**config.mk**
```make
export PLATFORM = sky130hd
export DESIGN_NAME = ppt_port
export DESIGN_NICKNAME = d
export VERILOG_FILES = /design/src/ppt_pkg.sv /design/src/ppt_epp_if.sv /design/src/ppt_port.sv /design/src/ppt_sync.sv /design/src/ppt_epp.sv
export VERILOG_INCLUDE_DIRS = /design/src
export SDC_FILE = /design/constraint.sdc
export NUM_CORES = 1
export LEC_CHECK = 0
export BUFFER_PORTS_ARGS = -buffer_cell sky130_fd_sc_hd__buf_2
export CORE_ASPECT_RATIO = 0.9
export CORE_UTILIZATION = 54
export CTS_CLUSTER_DIAMETER = 30
export DETAILED_ROUTE_END_ITERATION = 12
export PLACE_DENSITY = 0.79
export SLEW_MARGIN = 0
export SYNTH_ARGS = -nofsm -noshare
export SYNTH_HDL_FRONTEND = slang
export SYNTH_SLANG_ARGS = --single-unit
```
**constraint.sdc**
```tcl
create_clock -name clk_sys_in -period 2.5 [get_ports clk_sys_in]
set_input_delay 0.5 -clock clk_sys_in [delete_from_list [all_inputs] [get_ports clk_sys_in]]
set_output_delay 0.5 -clock clk_sys_in [all_outputs]
set_load 0.02 [all_outputs]
```
**src/ppt_map.svh**
```systemverilog
// register map, field positions, reset values and timing counts of the printer port
`ifndef PPT_MAP_SVH
`define PPT_MAP_SVH
// register indices; byte address on the bus is four times the index
`define PPT_IDX_W        4
`define PPT_IDX_LSB      2
`define PPT_IDX_DATA     4'h0
`define PPT_IDX_STATUS   4'h1
`define PPT_IDX_CTRL     4'h2
`define PPT_IDX_EPP_ADDR 4'h3
`define PPT_IDX_EPP_D3   4'h7
`define PPT_IDX_CFG      4'h8
// status fields
`define PPT_STAT_TMO     0
`define PPT_STAT_ERR     3
`define PPT_STAT_ONLINE  4
`define PPT_STAT_PAPER   5
`define PPT_STAT_ACK     6
`define PPT_STAT_READY   7
// control fields
`define PPT_CTRL_W       6
`define PPT_CTRL_STROBE  0
`define PPT_CTRL_AUTOFEED_CTRL_BIT  1
`define PPT_CTRL_INIT    2
`define PPT_CTRL_SELIN   3
`define PPT_CTRL_IEN     4
`define PPT_CTRL_DIR     5
`define PPT_CTRL_RST     6'h00
`define PPT_DATA_RST     8'h00
// configuration fields
`define PPT_CFG_MODE_LSB 0
`define PPT_CFG_MODE_MSB 1
`define PPT_CFG_TSEL     4
// epp watchdog: time in ns, clock period in ns, derived cycle count
`define PPT_TMO_NS       10000
`define PPT_CLK_NS       40
`define PPT_TMO_CYC      ((`PPT_TMO_NS) / (`PPT_CLK_NS))
`define PPT_TMO_CNT_W    9
`endif

```
**src/ppt_pkg.sv**
```systemverilog
// types shared by the printer port modules
package ppt_pkg;
  // port operating modes as held in the configuration register
  typedef enum logic [1:0] {PPT_MODE_PRINTER, PPT_MODE_BIDIR, PPT_MODE_EPP, PPT_MODE_SPARE} ppt_mode_t;
  // epp cycle engine states
  typedef enum logic [1:0] {EPP_IDLE, EPP_SETUP, EPP_STROBE} ppt_epp_state_t;
endpackage

```
**src/ppt_epp_if.sv**
```systemverilog
// signals between the register block and the epp cycle engine
`timescale 1ns/1ps
interface ppt_epp_if;
  logic       start;
  logic       is_write;
  logic       is_addr;
  logic [7:0] start_data;
  logic       wait_n;
  logic [7:0] pins;
  logic       active;
  logic       drive;
  logic       write_n;
  logic       dstb_n;
  logic       astb_n;
  logic [7:0] wdata;
  logic [7:0] rdata;
  logic       done;
  logic       tmo;
  modport eng (input start, is_write, is_addr, start_data, wait_n, pins,
               output active, drive, write_n, dstb_n, astb_n, wdata, rdata, done, tmo);
  modport ctl (output start, is_write, is_addr, start_data, wait_n, pins,
               input active, drive, write_n, dstb_n, astb_n, wdata, rdata, done, tmo);
endinterface

```
**src/ppt_port.sv**
```systemverilog
// printer port register block with wishbone slave, pin drivers and epp engine
//
// Implementation choice: the Wishbone interface to the registers.
`timescale 1ns/1ps
`include "ppt_map.svh"

// How it works
// - data write stores byte, drives it unchanged on pins; reset clears it
// - data read in standard mode returns live pin levels
// - status value captured at read start, held until the read ends
// - status bit 0 sets on 10 us epp time-out; reset clears it
// - clear-select 0: writing one clears time-out flag, zero leaves it
// - clear-select 1: trailing edge of status read clears time-out flag
// - status bits one and two always read zero
// - status bit three returns error input level unchanged
// - bits four and five return online and paper-out inputs unchanged
// - status bit six returns acknowledge input level unchanged
// - status bit seven returns inverted busy input
// - reset clears control bits 0 to 5; bits 6, 7 read zero
// - control bit zero drives strobe pin inverted
// - control bit one drives autofeed pin inverted
// - control bit two drives initialise pin unchanged
// - control bit three drives select-in pin inverted
// - with enable set, acknowledge rising edge raises interrupt; else none
// - offsets 0 to 2 always decode; 3 to 7 only in epp mode
// - epp cycle lasting over 10 us is aborted and flags time-out
// - direction bit turns data pins around except in printer mode
module ppt_port #(
  parameter int ADR_W = 8
) (
  // clock and reset
  input  wire logic             clk_sys_in,
  input  wire logic             srst_in,
  // wishbone slave
  input  wire logic             wb_cyc_in,
  input  wire logic             wb_stb_in,
  input  wire logic             wb_we_in,
  input  wire logic [ADR_W-1:0] wb_adr_in,
  input  wire logic [3:0]       wb_sel_in,
  input  wire logic [31:0]      wb_dat_in,
  output logic      [31:0]      wb_dat_out,
  output logic                  wb_ack_out,
  // parallel data pins
  input  wire logic [7:0]       parallel_data_pins_in,
  output logic      [7:0]       parallel_data_pins_out,
  output logic                  parallel_data_pins_oe_out,
  // printer status inputs
  input  wire logic             printer_error_input_n_in,
  input  wire logic             printer_online_input_in,
  input  wire logic             paper_out_input_in,
  input  wire logic             printer_ack_input_n_in,
  input  wire logic             printer_busy_in,
  // printer control outputs
  output logic                  strobe_out_pin_n_out,
  output logic                  autofeed_out_pin_n_out,
  output logic                  printer_initialise_line_n_out,
  output logic                  select_in_out_pin_n_out,
  // interrupt request
  output logic                  port_irq_out
);
  // ****************************************************************
  // input synchronisers and edge detection
  // ****************************************************************
  logic [7:0] pins_s;
  logic [4:0] stat_raw_w;
  logic [4:0] stat_s;
  logic       err_s;
  logic       online_s;
  logic       paper_s;
  logic       ack_s;
  logic       busy_s;
  logic       ack_prev_r;
  logic       ack_rise_w;

  ppt_epp_if epp ();

  // data pins sampled for readback and epp reads
  ppt_sync #(.W(8)) u_sync_pins (
    .clk_sys_in (clk_sys_in),
    .srst_in    (srst_in),
    .d_in       (parallel_data_pins_in),
    .q_out      (pins_s)
  );

  // status lines; busy doubles as the peripheral wait line in epp mode
  // ack enters inverted so the cleared chain matches its idle high level: no false edge
  assign stat_raw_w = {printer_busy_in, ~printer_ack_input_n_in, paper_out_input_in,
                       printer_online_input_in, printer_error_input_n_in};
  ppt_sync #(.W(5)) u_sync_stat (
    .clk_sys_in (clk_sys_in),
    .srst_in    (srst_in),
    .d_in       (stat_raw_w),
    .q_out      (stat_s)
  );
  assign err_s      = stat_s[0];
  assign online_s   = stat_s[1];
  assign paper_s    = stat_s[2];
  assign ack_s      = ~stat_s[3];
  assign busy_s     = stat_s[4];
  assign ack_rise_w = ack_s & ~ack_prev_r;

  // ****************************************************************
  // registers and bus decode
  // ****************************************************************
  logic [7:0]              data_r;
  logic [`PPT_CTRL_W-1:0]  ctrl_r;
  ppt_pkg::ppt_mode_t      mode_r;
  logic                    tsel_r;
  logic                    tmo_r;
  logic                    tmo_nxt;
  logic                    ack_r;
  logic [7:0]              dat_r;
  logic                    epp_busy_r;
  logic                    irq_r;
  logic [`PPT_IDX_W-1:0]   idx_w;
  logic                    req_w;
  logic                    first_w;
  logic                    commit_w;
  logic                    wr_commit_w;
  logic                    epp_mode_w;
  logic                    epp_hit_w;
  logic                    is_stat_w;
  logic                    tmo_w1c_w;
  logic                    tmo_rdclr_w;
  logic [7:0]              stat_w;
  logic [7:0]              ctrl_rd_w;
  logic [7:0]              cfg_rd_w;
  logic [7:0]              rd_mux_w;

  // true for the epp address and data port indices
  function automatic logic is_epp_idx(input logic [`PPT_IDX_W-1:0] i);
    return (i >= `PPT_IDX_EPP_ADDR) && (i <= `PPT_IDX_EPP_D3);
  endfunction

  // request phases: first cycle, and the edge the master samples ack
  assign idx_w       = wb_adr_in[`PPT_IDX_LSB +: `PPT_IDX_W];
  assign req_w       = wb_cyc_in & wb_stb_in;
  assign first_w     = req_w & ~ack_r & ~epp_busy_r;
  assign commit_w    = req_w & ack_r;
  assign wr_commit_w = commit_w & wb_we_in & wb_sel_in[0];
  assign epp_mode_w  = mode_r == ppt_pkg::PPT_MODE_EPP;
  assign epp_hit_w   = is_epp_idx(idx_w) & epp_mode_w;
  assign is_stat_w   = idx_w == `PPT_IDX_STATUS;

  // status word assembled from synchronised pins
  always_comb
  begin
    stat_w                   = 8'h00;
    stat_w[`PPT_STAT_TMO]    = tmo_r & epp_mode_w;
    stat_w[`PPT_STAT_ERR]    = err_s;
    stat_w[`PPT_STAT_ONLINE] = online_s;
    stat_w[`PPT_STAT_PAPER]  = paper_s;
    stat_w[`PPT_STAT_ACK]    = ack_s;
    stat_w[`PPT_STAT_READY]  = ~busy_s;
  end

  // readback of control and configuration; unused high bits stay low
  assign ctrl_rd_w = {2'b00, ctrl_r};
  always_comb
  begin
    cfg_rd_w                                        = 8'h00;
    cfg_rd_w[`PPT_CFG_MODE_MSB:`PPT_CFG_MODE_LSB]   = mode_r;
    cfg_rd_w[`PPT_CFG_TSEL]                         = tsel_r;
  end

  // read selection; unmapped and gated epp offsets read zero
  assign rd_mux_w = (idx_w == `PPT_IDX_DATA) ? pins_s :
                    is_stat_w                ? stat_w :
                    (idx_w == `PPT_IDX_CTRL) ? ctrl_rd_w :
                    (idx_w == `PPT_IDX_CFG)  ? cfg_rd_w : 8'h00;

  // time-out flag: set wins over either way of clearing it
  assign tmo_w1c_w   = wr_commit_w & is_stat_w & ~tsel_r & wb_dat_in[`PPT_STAT_TMO];
  assign tmo_rdclr_w = commit_w & ~wb_we_in & is_stat_w & tsel_r;
  assign tmo_nxt     = epp.tmo | (tmo_r & ~(tmo_w1c_w | tmo_rdclr_w));

  assign wb_ack_out = ack_r;
  assign wb_dat_out = {24'h000000, dat_r};

  // bus handshake; a register read value is frozen at the first cycle, an epp read value when the engine is done, until ack
  always_ff @(posedge clk_sys_in)
  begin
    if (srst_in)
    begin
      ack_r      <= 1'b0;
      dat_r      <= 8'h00;
      epp_busy_r <= 1'b0;
    end
    else
    begin
      ack_r <= 1'b0;
      if (first_w && epp_hit_w)
        epp_busy_r <= 1'b1;
      else if (first_w)
      begin
        ack_r <= 1'b1;
        dat_r <= rd_mux_w;
      end
      else if (epp_busy_r && epp.done)
      begin
        epp_busy_r <= 1'b0;
        ack_r      <= 1'b1;
        dat_r      <= epp.rdata;
      end
    end
  end

  // software registers; writes land on the edge the master takes ack
  always_ff @(posedge clk_sys_in)
  begin
    if (srst_in)
    begin
      data_r <= `PPT_DATA_RST;
      ctrl_r <= `PPT_CTRL_RST;
      mode_r <= ppt_pkg::PPT_MODE_PRINTER;
      tsel_r <= 1'b0;
      tmo_r  <= 1'b0;
    end
    else
    begin
      tmo_r <= tmo_nxt;
      if (wr_commit_w && idx_w == `PPT_IDX_DATA)
        data_r <= wb_dat_in[7:0];
      if (wr_commit_w && idx_w == `PPT_IDX_CTRL)
        ctrl_r <= wb_dat_in[`PPT_CTRL_W-1:0];
      if (wr_commit_w && idx_w == `PPT_IDX_CFG)
      begin
        mode_r <= ppt_pkg::ppt_mode_t'(wb_dat_in[`PPT_CFG_MODE_MSB:`PPT_CFG_MODE_LSB]);
        tsel_r <= wb_dat_in[`PPT_CFG_TSEL];
      end
    end
  end

  // ****************************************************************
  // epp engine
  // ****************************************************************
  // a write with the direction bit set turns into a read, as on the real port
  assign epp.start      = first_w & epp_hit_w;
  assign epp.is_write   = wb_we_in & wb_sel_in[0] & ~ctrl_r[`PPT_CTRL_DIR];
  assign epp.is_addr    = idx_w == `PPT_IDX_EPP_ADDR;
  assign epp.start_data = wb_dat_in[7:0];
  assign epp.wait_n     = busy_s;
  assign epp.pins       = pins_s;

  ppt_epp u_epp (
    .clk_sys_in (clk_sys_in),
    .srst_in    (srst_in),
    .epp        (epp.eng)
  );

  // ****************************************************************
  // pin drivers and interrupt
  // ****************************************************************
  logic [7:0] pd_nxt;
  logic       pd_oe_nxt;
  logic       strobe_nxt;
  logic       autofeed_ctrl_bit_nxt;
  logic       selin_nxt;
  logic       irq_nxt;

  // epp strobes borrow the control lines only while a cycle runs
  assign pd_nxt     = epp.active ? epp.wdata : data_r;
  assign pd_oe_nxt  = (mode_r == ppt_pkg::PPT_MODE_PRINTER) ? 1'b1 :
                      epp.active ? epp.drive : ~ctrl_r[`PPT_CTRL_DIR];
  assign strobe_nxt = epp.active ? epp.write_n : ~ctrl_r[`PPT_CTRL_STROBE];
  assign autofeed_ctrl_bit_nxt = epp.active ? epp.dstb_n : ~ctrl_r[`PPT_CTRL_AUTOFEED_CTRL_BIT];
  assign selin_nxt  = epp.active ? epp.astb_n : ~ctrl_r[`PPT_CTRL_SELIN];
  assign irq_nxt    = ack_rise_w & ctrl_r[`PPT_CTRL_IEN];

  // all pin outputs registered so they change together and glitch free
  always_ff @(posedge clk_sys_in)
  begin
    if (srst_in)
    begin
      parallel_data_pins_out        <= `PPT_DATA_RST;
      parallel_data_pins_oe_out     <= 1'b1;
      strobe_out_pin_n_out          <= 1'b1;
      autofeed_out_pin_n_out        <= 1'b1;
      printer_initialise_line_n_out <= 1'b0;
      select_in_out_pin_n_out       <= 1'b1;
      irq_r                         <= 1'b0;
      ack_prev_r                    <= 1'b1;
    end
    else
    begin
      parallel_data_pins_out        <= pd_nxt;
      parallel_data_pins_oe_out     <= pd_oe_nxt;
      strobe_out_pin_n_out          <= strobe_nxt;
      autofeed_out_pin_n_out        <= autofeed_ctrl_bit_nxt;
      printer_initialise_line_n_out <= ctrl_r[`PPT_CTRL_INIT];
      select_in_out_pin_n_out       <= selin_nxt;
      irq_r                         <= irq_nxt;
      ack_prev_r                    <= ack_s;
    end
  end
  assign port_irq_out = irq_r;
endmodule // ppt_port

```
**src/ppt_sync.sv**
```systemverilog
// three-stage input synchroniser that accepts a change once stages two and three agree
`timescale 1ns/1ps
module ppt_sync #(
  parameter int W = 1
) (
  // clock and reset
  input  wire logic         clk_sys_in,
  input  wire logic         srst_in,
  // raw and filtered levels
  input  wire logic [W-1:0] d_in,
  output logic      [W-1:0] q_out
);
  logic [W-1:0] s1_r;
  logic [W-1:0] s2_r;
  logic [W-1:0] s3_r;
  logic [W-1:0] q_r;
  logic [W-1:0] agree_w;

  // bitwise agreement of the two settled stages
  assign agree_w = ~(s2_r ^ s3_r);
  assign q_out   = q_r;

  // s1 feeds only s2, so metastability never reaches logic
  always_ff @(posedge clk_sys_in)
  begin
    if (srst_in)
    begin
      s1_r <= '0;
      s2_r <= '0;
      s3_r <= '0;
      q_r  <= '0;
    end
    else
    begin
      s1_r <= d_in;
      s2_r <= s1_r;
      s3_r <= s2_r;
      q_r  <= (agree_w & s3_r) | (~agree_w & q_r);
    end
  end
endmodule // ppt_sync

```
**src/ppt_epp.sv**
```systemverilog
// epp cycle engine: waits for the peripheral, strobes, and aborts on the watchdog
`timescale 1ns/1ps
`include "ppt_map.svh"
module ppt_epp (
  // clock and reset
  input  wire logic clk_sys_in,
  input  wire logic srst_in,
  // link to the register block
  ppt_epp_if.eng    epp
);
  ppt_pkg::ppt_epp_state_t        state_r;
  logic [`PPT_TMO_CNT_W-1:0]      cnt_r;
  logic                           expired_w;

  // watchdog runs from the start of the cycle until wait is released
  assign expired_w  = (state_r != ppt_pkg::EPP_IDLE) && (cnt_r == `PPT_TMO_CNT_W'(`PPT_TMO_CYC));
  assign epp.active = state_r != ppt_pkg::EPP_IDLE;
  assign epp.drive  = epp.active & ~epp.write_n;

  // cycle sequencer; an expired watchdog beats every other transition
  always_ff @(posedge clk_sys_in)
  begin
    if (srst_in)
    begin
      state_r     <= ppt_pkg::EPP_IDLE;
      cnt_r       <= '0;
      epp.wdata   <= '0;
      epp.rdata   <= '0;
      epp.write_n <= 1'b1;
      epp.dstb_n  <= 1'b1;
      epp.astb_n  <= 1'b1;
      epp.done    <= 1'b0;
      epp.tmo     <= 1'b0;
    end
    else
    begin
      epp.done <= 1'b0;
      epp.tmo  <= 1'b0;
      if (expired_w)
      begin
        state_r     <= ppt_pkg::EPP_IDLE;
        epp.write_n <= 1'b1;
        epp.dstb_n  <= 1'b1;
        epp.astb_n  <= 1'b1;
        epp.rdata   <= '0;
        epp.done    <= 1'b1;
        epp.tmo     <= 1'b1;
      end
      else
      begin
        case (state_r)
          ppt_pkg::EPP_IDLE:
            if (epp.start)
            begin
              epp.wdata   <= epp.start_data;
              epp.write_n <= ~epp.is_write;
              cnt_r       <= '0;
              state_r     <= ppt_pkg::EPP_SETUP;
            end
          ppt_pkg::EPP_SETUP:
          begin
            cnt_r <= cnt_r + 1'b1;
            if (!epp.wait_n)
            begin
              epp.dstb_n <= epp.is_addr;
              epp.astb_n <= ~epp.is_addr;
              state_r    <= ppt_pkg::EPP_STROBE;
            end
          end
          ppt_pkg::EPP_STROBE:
          begin
            cnt_r <= cnt_r + 1'b1;
            if (epp.wait_n)
            begin
              epp.rdata   <= epp.pins;
              epp.dstb_n  <= 1'b1;
              epp.astb_n  <= 1'b1;
              epp.write_n <= 1'b1;
              epp.done    <= 1'b1;
              state_r     <= ppt_pkg::EPP_IDLE;
            end
          end
          default:
            state_r <= ppt_pkg::EPP_IDLE;
        endcase
      end
    end
  end
endmodule // ppt_epp

```
==> results.toml, run 1 <==
[sta]
rsz0062_at_grt = "false"
totalNegativeSetupSlack_ns = 0
maxClockFrequency_mhz = 516
slew_headroom = 0.580
layout_setup_ws_ns = 0.563
fin_crit_sh = 0.775
finClkSkew_ns = 0.00623
final_max_slew_viol_count = 0
report.final.setup_viol = 0
final.min_clock_period_ns = 1.94
hold_viol = 0
tightestPinTransition_ns = 0.628

[worst_setup_path]
worst_r2r_endpoint = "u_epp.cnt_r[5]$_SDFFE_PP0P_"
cpLargestDelayFamily = "simple AND/OR/NAND/NOR gates"
worst_r2r_startpoint = "epp_busy_r$_SDFFE_PP0P_"
buffers_plus_inverters_on_the_worst_setup_path = 0
crit_chain = "nand4bb_4 -> o31a_4 -> nor3_4 -> a21o_2 -> nor2_1"
timing.critical_path.required_ns = 2.91
critPathKind = "flip-flop to flip-flop"
critical-path-slowest-cell = "o31a_4"
worst-r2r-setup-slack_ns = 0.56
ff2ff_path_depth = 5
start_kind = "flip-flop"
crit_arrival_ns = 2.34
critical-path-max-stage-delay_ns = 0.46
crit_fanout = 13
worstSetupEndpointType = "flip-flop"

[clocking]
h_tree_depth = 4
register_clock_pin_slew_on_the_reported_worst_setup_and_hold_paths_ns = 0.06
cts-hold-fix-buffers = 0
cts_buffer_depth = 2
setup_buffers_after_cts = 0
cts.sink_count = 127
tritoncts = "yes"
cts_made_buffers = 17
post_cts_resized = 0
cts-root-buf = "clkbuf_8"
clock_insertion_delay_worst_skew_ns = 0.52

[power]
power.switching_fraction = 0.236
netSwitchingPower_mw = 1.09
finalPower_mw = 4.60
cellInternalPower_mw = 3.51
power_leakage_nw = 2.37
part_of_the_total_power_dissipated_in_sequential_elements = 0.451
vdd.ir_drop.worst_v = 0.000501
combPwrFrac = 0.042
pwr-share-clk = 0.507
power_per_cell_area_nw_per_um2 = 788

[grt]
gr-usage-all-layers = 0.223
global_route_wire_length_before_repair_um = 16900
first_global_vias = 3609
grt_remaining_overflow = 0
grt_start_max_net_pins = 57
antenna_found_initial = 0

[cells_and_area]
final_core_utilization = 0.665
regArea_um2 = 2540
final_layout_size_suffix_gt1_frac = 0.177
final.fill_count = 678
insertedDiodeCount = 0
fin_nets = 660
multi_input_area_um2 = 2210
area_delta_synth_final_pct = 16.4

[logic_synthesis]
synth_cells = 541
yosys.cell_types.count = 52
synth_seq_cells = 127
synth_top_cells_by_area = "dfxtp_1 (51%), mux2i_1 (6.2%), nor2b_1 (5.6%)"
synth_sequential_area_ratio = 0.508
yosysWarnings = 0
commonest_cells_post_synth = "dfxtp_1 (127), nor2_1 (61), nand2_1 (52)"
synth_most_common_cell = "dfxtp_1"
synthDominantAreaCellType = "dfxtp_1"
async_reset_ff_frac = 0
netlist_area_um2 = 5010
share_of_the_synthesized_area_in_the_top_cell_type = 0.508
synthFlopType = "dfxtp_1"
synth.avg_cell_area_um2 = 9.26
synth-edff-count = 0

[drt]
drt-vias-per-instance = 5.30
firstDrtPassIters = 7
post_dr_wirelength_cell_um = 13.9
detailroute.via_count = 3839
postRouteAntennaNets = 0
dr.first_iter.drc_count = 314
wirelength_um = 10100
detail_route.drc_violations = 0

[die]
start_util = 0.571
fp-row-count = 32
die_h_um = 93.4
io_pins = 109
core_area_um2 = 8770
area_of_the_die_um2 = 9660
floorplan.die.width_um = 104

[job]
maxCapViolations = 0

[worst_hold_path]
holdPathEnd = "u_sync_stat.s1_r[3]$_SDFF_PP0_"
min_from = "printer_ack_input_n_in"
timing.hold.worst.class = "input port to flip-flop"
hold_depth = 2

[outcome]
run_status = "complete, no violations"

[placement]
port-buffer-count = 53
place.gp.congestion = 0.846
detailedPlace.worstSlack_ns = 0.326
dp_hpwl_um = 6700
## cell usage in the layout, fill, tap and decap left out, types with 4 or more instances in the layout
master and count:
a22oi_1 6, nand2_1 52, buf_4 8, nand4_1 4, mux2i_1 31, inv_1 12
ha_1 6, clkinvlp_4 4, dfxtp_1 127, conb_1 24, inv_6 6, o21ai_0 20
nor2b_1 45, nor2_1 61, nand3_1 16, a21oi_1 42, buf_2 52, nand2b_1 4
nor3_1 8, nand3b_1 4, clkbuf_16 16, a211oi_1 6
## cells by family (layout without fill, tap and decap cells)
| family | after synthesis | in the layout | synth area share |
|---|---|---|---|
| AOI/OAI and AO/OA | 91 | 91 | 0.114 |
| xor gates and xnor gates | 5 | 5 | 0.00875 |
| adders and majority gates | 6 | 6 | 0.0150 |
| buffers and inverters | 63 | 104 | 0.0692 |
| DFF | 127 | 127 | 0.508 |
| muxes | 34 | 34 | 0.0687 |
| other | 1 | 24 | 0.000749 |
| and+or+nand+nor | 214 | 214 | 0.216 |
## metrics by stage
step	instances	hold WS, ns	instance area [um^2]
2_1_floorplan	564	0.374	5090
3_3_place_gp	692	0.393	5260
3_5_place_dp	692	0.404	5260
4_1_cts	724	0.111	5830
5_1_grt	724	0.102	5830
6_report	724	0.124	5830
## worst register-to-register path, cell delays in order (launching register included)
cell and delay [ns]:
dfxtp_1 0.39, nand4bb_4 0.37, o31a_4 0.47, nor3_4 0.31, a21o_2 0.24, nor2_1 0.05
## layer usage
layer,track usage,part of all wire,wire length [um]
met5,0,0,0
met4,0.105,0.014,141
met3,0.0578,0.063,637
met2,0.375,0.48,4860
met1,0.269,0.44,4440
## cell type report
cell class | instances | area share
inverter | 12 | 0.00773
clock inverter | 13 | 0.0217
timing repair buffer | 60 | 0.0549
clock buffer | 19 | 0.0758
multi-input combinational | 374 | 0.378
tap | 119 | 0.0255
sequential | 127 | 0.436
## worst max path at each step
stage	start	to	slack [ns]	cells past startpoint
floorplan	wb_adr_in[5]	u_epp.epp.write_n$_SDFFE_PP1P_	0.46	5
finish	epp_busy_r$_SDFFE_PP0P_	u_epp.cnt_r[5]$_SDFFE_PP0P_	0.56	5
global route	epp_busy_r$_SDFFE_PP0P_	u_epp.epp.wdata[2]$_SDFFE_PP0P_	0.46	6
global placement	wb_adr_in[2]	dat_r[7]$_SDFFE_PP0P_	0.38	7
detailed placement	wb_adr_in[2]	dat_r[7]$_SDFFE_PP0P_	0.33	7
CTS	epp_busy_r$_SDFFE_PP0P_	u_epp.cnt_r[5]$_SDFFE_PP0P_	0.58	5
## power by group through the flow
stage	Combinational (mW)	Clock, mW	Sequential (mW)
after detailed placement	0.190	0	2.12
after global routing	0.210	2.46	2.08
after floorplan	0.152	0	2.13
after CTS	0.191	2.36	2.07
final	0.192	2.33	2.07
after global placement	0.187	0	2.12
No activity file was read; power rests on OpenSTA's default activity.
==> inputs of run 2 (changes only) <==
--- a/config.mk
+++ b/config.mk
@@ -8,10 +8,10 @@
 export LEC_CHECK = 0
 export BUFFER_PORTS_ARGS = -buffer_cell sky130_fd_sc_hd__buf_2
 export CORE_ASPECT_RATIO = 0.9
-export CORE_UTILIZATION = 54
+export CORE_UTILIZATION = 49
 export CTS_CLUSTER_DIAMETER = 30
 export DETAILED_ROUTE_END_ITERATION = 12
-export PLACE_DENSITY = 0.79
+export PLACE_DENSITY = 0.76
 export SLEW_MARGIN = 0
 export SYNTH_ARGS = -nofsm -noshare
 export SYNTH_HDL_FRONTEND = slang
==> constraint.sdc (replaced) <==
create_clock -name clk_sys_in -period 1.75 [get_ports clk_sys_in]
set_input_delay 0.35 -clock clk_sys_in [delete_from_list [all_inputs] [get_ports clk_sys_in]]
set_output_delay 0.35 -clock clk_sys_in [all_outputs]
set_load 0.02 [all_outputs]
==> run 2 against run 1 <==
Compared with the run above: first-iteration DRC count shrank 28%; sequential share of layout area decreased by 2.8 points; wire length is 4.0% higher; worst hold slack worse by 0.033 ns; cell area rose by 7.0%; register-to-register slack got worse by 0.54 ns; critical path type unchanged; highest routed layer unchanged.
==> results.toml, run 2 (synthesized netlist as in run 1, its figures left out) <==
[cells_and_area]
fin_nets = 694
final_cell_area_um2 = 6240
insertedDiodeCount = 0
area_delta_synth_final_pct = 24.5
most_frequent_standard_cell_in_the_layout_excluding_fill_and_tap_cells = "dfxtp_1"
final_layout_size_suffix_gt1_frac = 0.236
final.fill_count = 751
final_core_utilization = 0.637
layout.cells.most_common_list = "dfxtp_1 (125), nor2_1 (60), buf_2 (52)"

[clocking]
cts-hold-fix-buffers = 0
cts.sink_count = 127
cts_buffer_depth = 2
cts-root-buf = "clkbuf_16"
register_clock_pin_slew_on_the_reported_worst_setup_and_hold_paths_ns = 0.05
clock_insertion_delay_worst_skew_ns = 0.41
h_tree_depth = 4
tritoncts = "yes"
cts_made_buffers = 17

[worst_setup_path]
timing.critical_path.required_ns = 2.04
critPathKind = "flip-flop to flip-flop"
crit_arrival_ns = 2.01
worstSetupEndpointType = "flip-flop"
crit_fanout = 7
start_kind = "flip-flop"

[drt]
detail_route.drc_violations = 0
firstDrtPassIters = 5
drt-vias-per-instance = 5.14
post_dr_wirelength_cell_um = 13.7
wirelength_um = 10500
dr.first_iter.drc_count = 227
detailroute.via_count = 3935
postRouteAntennaNets = 0

[power]
power.switching_fraction = 0.214
pwr-share-clk = 0.522
netSwitchingPower_mw = 1.46
power_leakage_nw = 2.59
finalPower_mw = 6.84
part_of_the_total_power_dissipated_in_sequential_elements = 0.433
power_per_cell_area_nw_per_um2 = 1100
vdd.ir_drop.worst_v = 0.000632
cellInternalPower_mw = 5.38
combPwrFrac = 0.045

[sta]
holdWs_ns = 0.0910
rsz0062_at_grt = "true"
final.min_clock_period_ns = 1.72
hold_viol = 0
maxClockFrequency_mhz = 581
fin_crit_sh = 0.984
report.final.setup_viol = 0
final_max_slew_viol_count = 0
finClkSkew_ns = 0.00835

[grt]
grt_remaining_overflow = 0
first_global_vias = 3752
grt_start_max_net_pins = 67
global_route_wire_length_before_repair_um = 17300
antenna_found_initial = 0
gr-usage-all-layers = 0.210

[die]
core_area_um2 = 9780
die_h_um = 97.9
fp-row-count = 34
area_of_the_die_um2 = 10600
start_util = 0.512
io_pins = 109
floorplan.die.width_um = 109

[placement]
dp_hpwl_um = 7240
port-buffer-count = 53
dpl_cell_area_um2 = 5530
place.gp.congestion = 0.824

[job]
maxCapViolations = 0

[worst_hold_path]
timing.hold.worst.class = "input port to flip-flop"

[outcome]
run_status = "complete, no violations"
-- run 2: changes by cell type in the layout (fill, tap and decap cells not counted), sizes merged --
cell      change
clkbuf        +1
buf          +34
inv           -4
clkinv        +2
clkinvlp      -1
bufinv        +2
-- run 2: critical path, stage by stage, from the launching register on --
cell     delay (ns)
dfxtp_2        0.32
or3b_4         0.41
o31a_4         0.34
nor3_4         0.17
buf_12         0.15
mux2i_1        0.18
nor2_1         0.05
-- run 2: per-stage QoR --
step | setup WS (ns) | instances | setup TNS (ns)
2_1_floorplan | -0.0376 | 564 | -0.112
3_5_place_dp | -0.139 | 731 | -1.82
6_report | 0.0282 | 765 | 0
5_1_grt | -0.0305 | 765 | -0.0698
4_1_cts | -0.0141 | 764 | -0.0141
3_3_place_gp | -0.101 | 731 | -0.744
-- run 2: final timing paths --
check / slack [ns] / start / endpoint / cells past startpoint
worst max-delay path: 0.03 / mode_r[0]$_SDFFE_PP0P_ / u_epp.cnt_r[1]$_SDFFE_PP0P_ / 6
worst min-delay path: 0.09 / printer_ack_input_n_in / u_sync_stat.s1_r[3]$_SDFF_PP0_ / 2
worst max register to register: 0.03 / mode_r[0]$_SDFFE_PP0P_ / u_epp.cnt_r[1]$_SDFFE_PP0P_ / 6
worst min register to register: 0.40 / ack_prev_r$_SDFF_PP1_ / port_irq_out$_SDFF_PP0_ / 1
-- run 2: power groups by stage --
stage                     registers [mW]  logic (mW)  clock network, mW
after floorplan                     3.04       0.218                  0
after global placement              3.02       0.296                  0
after detailed placement            3.03       0.303                  0
after CTS                           2.96       0.306               3.63
after global routing                2.97       0.338               3.78
final                               2.96       0.309               3.57
-- run 2: metal layers --
| metal | vias to the layer above | global-route usage | routed length (um) |
|---|---|---|---|
| met4 | 0 | 0.0769 | 200 |
| met3 | 24 | 0.0648 | 574 |
| met2 | 131 | 0.349 | 5190 |
| met1 | 1821 | 0.253 | 4510 |
| li1 | 1959 | - | - |
| met5 | - | 0 | 0 |
-- run 2: final cells by class --
cell class / count / area [um^2] / area share
repair buffers: 94 / 608 / 0.0975
inverters: 12 / 45.0 / 0.00722
clock inverters: 12 / 158 / 0.0253
multi-input cells: 374 / 2270 / 0.363
flip-flops and latches: 127 / 2540 / 0.408
clock buffers: 20 / 457 / 0.0732
well taps: 126 / 158 / 0.0253
-- run 2: repair_timing --
action                                  4_1_cts  5_1_grt
pin swaps                                     0        6
endpoints found under the hold margin         0        0
setup buffers                                 1        1
resized for setup                             1       14
endpoints found under the setup margin       20       17
==> inputs of run 3 (changes only) <==
--- a/config.mk
+++ b/config.mk
@@ -12,6 +12,7 @@
 export CTS_CLUSTER_DIAMETER = 30
 export DETAILED_ROUTE_END_ITERATION = 12
 export PLACE_DENSITY = 0.76
+export REMOVE_ABC_BUFFERS = 1
 export SLEW_MARGIN = 0
 export SYNTH_ARGS = -nofsm -noshare
 export SYNTH_HDL_FRONTEND = slang
==> run 3 against run 2 <==
Compared with the run above: via count increased by 0.58%; utilization increased by 0.42 points; largest power group unchanged; count of clock-buffer cells in the layout rose by 2; sequential cell count is the same; die area unchanged; first-iteration DRC count increased by 20%; critical path type unchanged.
==> results.toml, run 3 (synthesized netlist as in run 1, its figures left out) <==
[cells_and_area]
regArea_um2 = 2540
most_frequent_standard_cell_in_the_layout_excluding_fill_and_tap_cells = "dfxtp_1"
fin_nets = 697
layout.cells.most_common_list = "dfxtp_1 (126), nor2_1 (60), buf_2 (52)"
multi_input_area_um2 = 2260
area_delta_synth_final_pct = 25.3
final_core_utilization = 0.642
final_cell_area_um2 = 6280
final_layout_size_suffix_gt1_frac = 0.237
insertedDiodeCount = 0
final.fill_count = 787

[sta]
hold_viol = 0
final.min_clock_period_ns = 1.73
maxClockFrequency_mhz = 578
finClkSkew_ns = 0.00851
fin_crit_sh = 0.989
rsz0062_at_grt = "true"
final_max_slew_viol_count = 0
report.final.setup_viol = 0
holdWs_ns = 0.0874

[grt]
grt_start_max_net_pins = 65
gr-usage-all-layers = 0.217
global_route_wire_length_before_repair_um = 18100
antenna_found_initial = 0
grt_remaining_overflow = 0
first_global_vias = 3879

[clocking]
cts_buffer_depth = 2
cts.sink_count = 127
register_clock_pin_slew_on_the_reported_worst_setup_and_hold_paths_ns = 0.06
h_tree_depth = 4
cts_made_buffers = 17
tritoncts = "yes"
cts-root-buf = "clkbuf_16"
clock_insertion_delay_worst_skew_ns = 0.41

[drt]
wirelength_um = 11000
drt-vias-per-instance = 5.15
dr.first_iter.drc_count = 272
firstDrtPassIters = 5
post_dr_wirelength_cell_um = 14.4
detail_route.drc_violations = 0
detailroute.via_count = 3958
postRouteAntennaNets = 0

[placement]
dp_hpwl_um = 7260
dpl_cell_area_um2 = 5530
place.gp.congestion = 0.851
port-buffer-count = 53

[worst_setup_path]
ff2ff_path_depth = 4
start_kind = "flip-flop"
cpLargestDelayFamily = "simple AND/OR/NAND/NOR gates"
crit_chain = "or3b_4 -> nor3_1 -> mux2_2 -> a211o_1"
critical-path-max-stage-delay_ns = 0.42
critical-path-slowest-cell = "or3b_4"
critPathKind = "flip-flop to flip-flop"
buffers_plus_inverters_on_the_worst_setup_path = 0
worst-r2r-setup-slack_ns = 0.02
worst_r2r_endpoint = "u_epp.epp.write_n$_SDFFE_PP1P_"
crit_arrival_ns = 2.02
crit_fanout = 3
worst_r2r_startpoint = "mode_r[0]$_SDFFE_PP0P_"
worstSetupEndpointType = "flip-flop"
timing.critical_path.required_ns = 2.04

[die]
floorplan.die.width_um = 109
fp-row-count = 34
core_area_um2 = 9780
io_pins = 109
area_of_the_die_um2 = 10600
start_util = 0.512
die_h_um = 97.9

[job]
maxCapViolations = 0

[power]
power_leakage_nw = 2.64
power_per_cell_area_nw_per_um2 = 1100
finalPower_mw = 6.89
vdd.ir_drop.worst_v = 0.000860

[worst_hold_path]
hold_depth = 2
holdPathEnd = "u_sync_stat.s1_r[3]$_SDFF_PP0_"
min_from = "printer_ack_input_n_in"
timing.hold.worst.class = "input port to flip-flop"

[outcome]
run_status = "complete, no violations"
run 3: cell types whose count changed in the layout (fill, tap and decap cells not counted), moves of 2 or more:
cell / previous run / this run
clkinv_2: 2 / 4
buf_6: 0 / 2
clkbuf_8: 2 / 4
inv_6: 2 / 0
run 3: per-stage QoR:
| step | TNS (ns) | std cells | setup WS (ns) |
|---|---|---|---|
| floorplan | -9.88 | 513 | -0.558 |
| global placement | -1.57 | 729 | -0.116 |
| CTS | -0.00532 | 764 | -0.00532 |
| global route | -0.0825 | 768 | -0.0313 |
| finish | 0 | 768 | 0.0201 |
| detailed placement | -2.75 | 729 | -0.159 |
run 3: where the power goes:
group | internal (mW) | switching (mW)
Combinational | 0.117 | 0.201
Sequential | 2.94 | 0.0221
Clock | 2.38 | 1.23
run 3: layer usage:
layer / track usage / up-vias / part of all wire / wire, um
li1: - / 1959 / - / -
met1: 0.267 / 1901 / 0.46 / 5030
met2: 0.362 / 85 / 0.49 / 5390
met3: 0.0514 / 13 / 0.043 / 477
met4: 0.0915 / 0 / 0.013 / 138
met5: 0 / - / 0 / 0
run 3: worst max-delay path by stage:
stage | endpoint | depth (start not counted) | startpoint
floorplan | u_epp.epp.write_n$_SDFFE_PP1P_ | 4 | wb_ack_out$_SDFF_PP0_
global placement | u_epp.cnt_r[8]$_SDFFE_PP0P_ | 6 | wb_adr_in[5]
detailed placement | u_epp.epp.wdata[3]$_SDFFE_PP0P_ | 7 | wb_adr_in[5]
CTS | u_epp.cnt_r[1]$_SDFFE_PP0P_ | 6 | mode_r[0]$_SDFFE_PP0P_
global route | u_epp.cnt_r[1]$_SDFFE_PP0P_ | 6 | mode_r[0]$_SDFFE_PP0P_
finish | u_epp.epp.write_n$_SDFFE_PP1P_ | 4 | mode_r[0]$_SDFFE_PP0P_
run 3: timing repair:
item,in CTS,in global routing
gates resized for setup,3,14
pin swaps,2,3
setup buffers,3,4
hold buffers,0,0
endpoints found under the setup margin,19,22
run 3: area by class of cell:
type | count | share of cell area
tap | 126 | 0.0251
sequential | 127 | 0.405
inverter | 12 | 0.00718
clock buffer | 22 | 0.0771
clock inverter | 10 | 0.0213
multi-input combinational | 374 | 0.360
timing repair buffer | 97 | 0.104
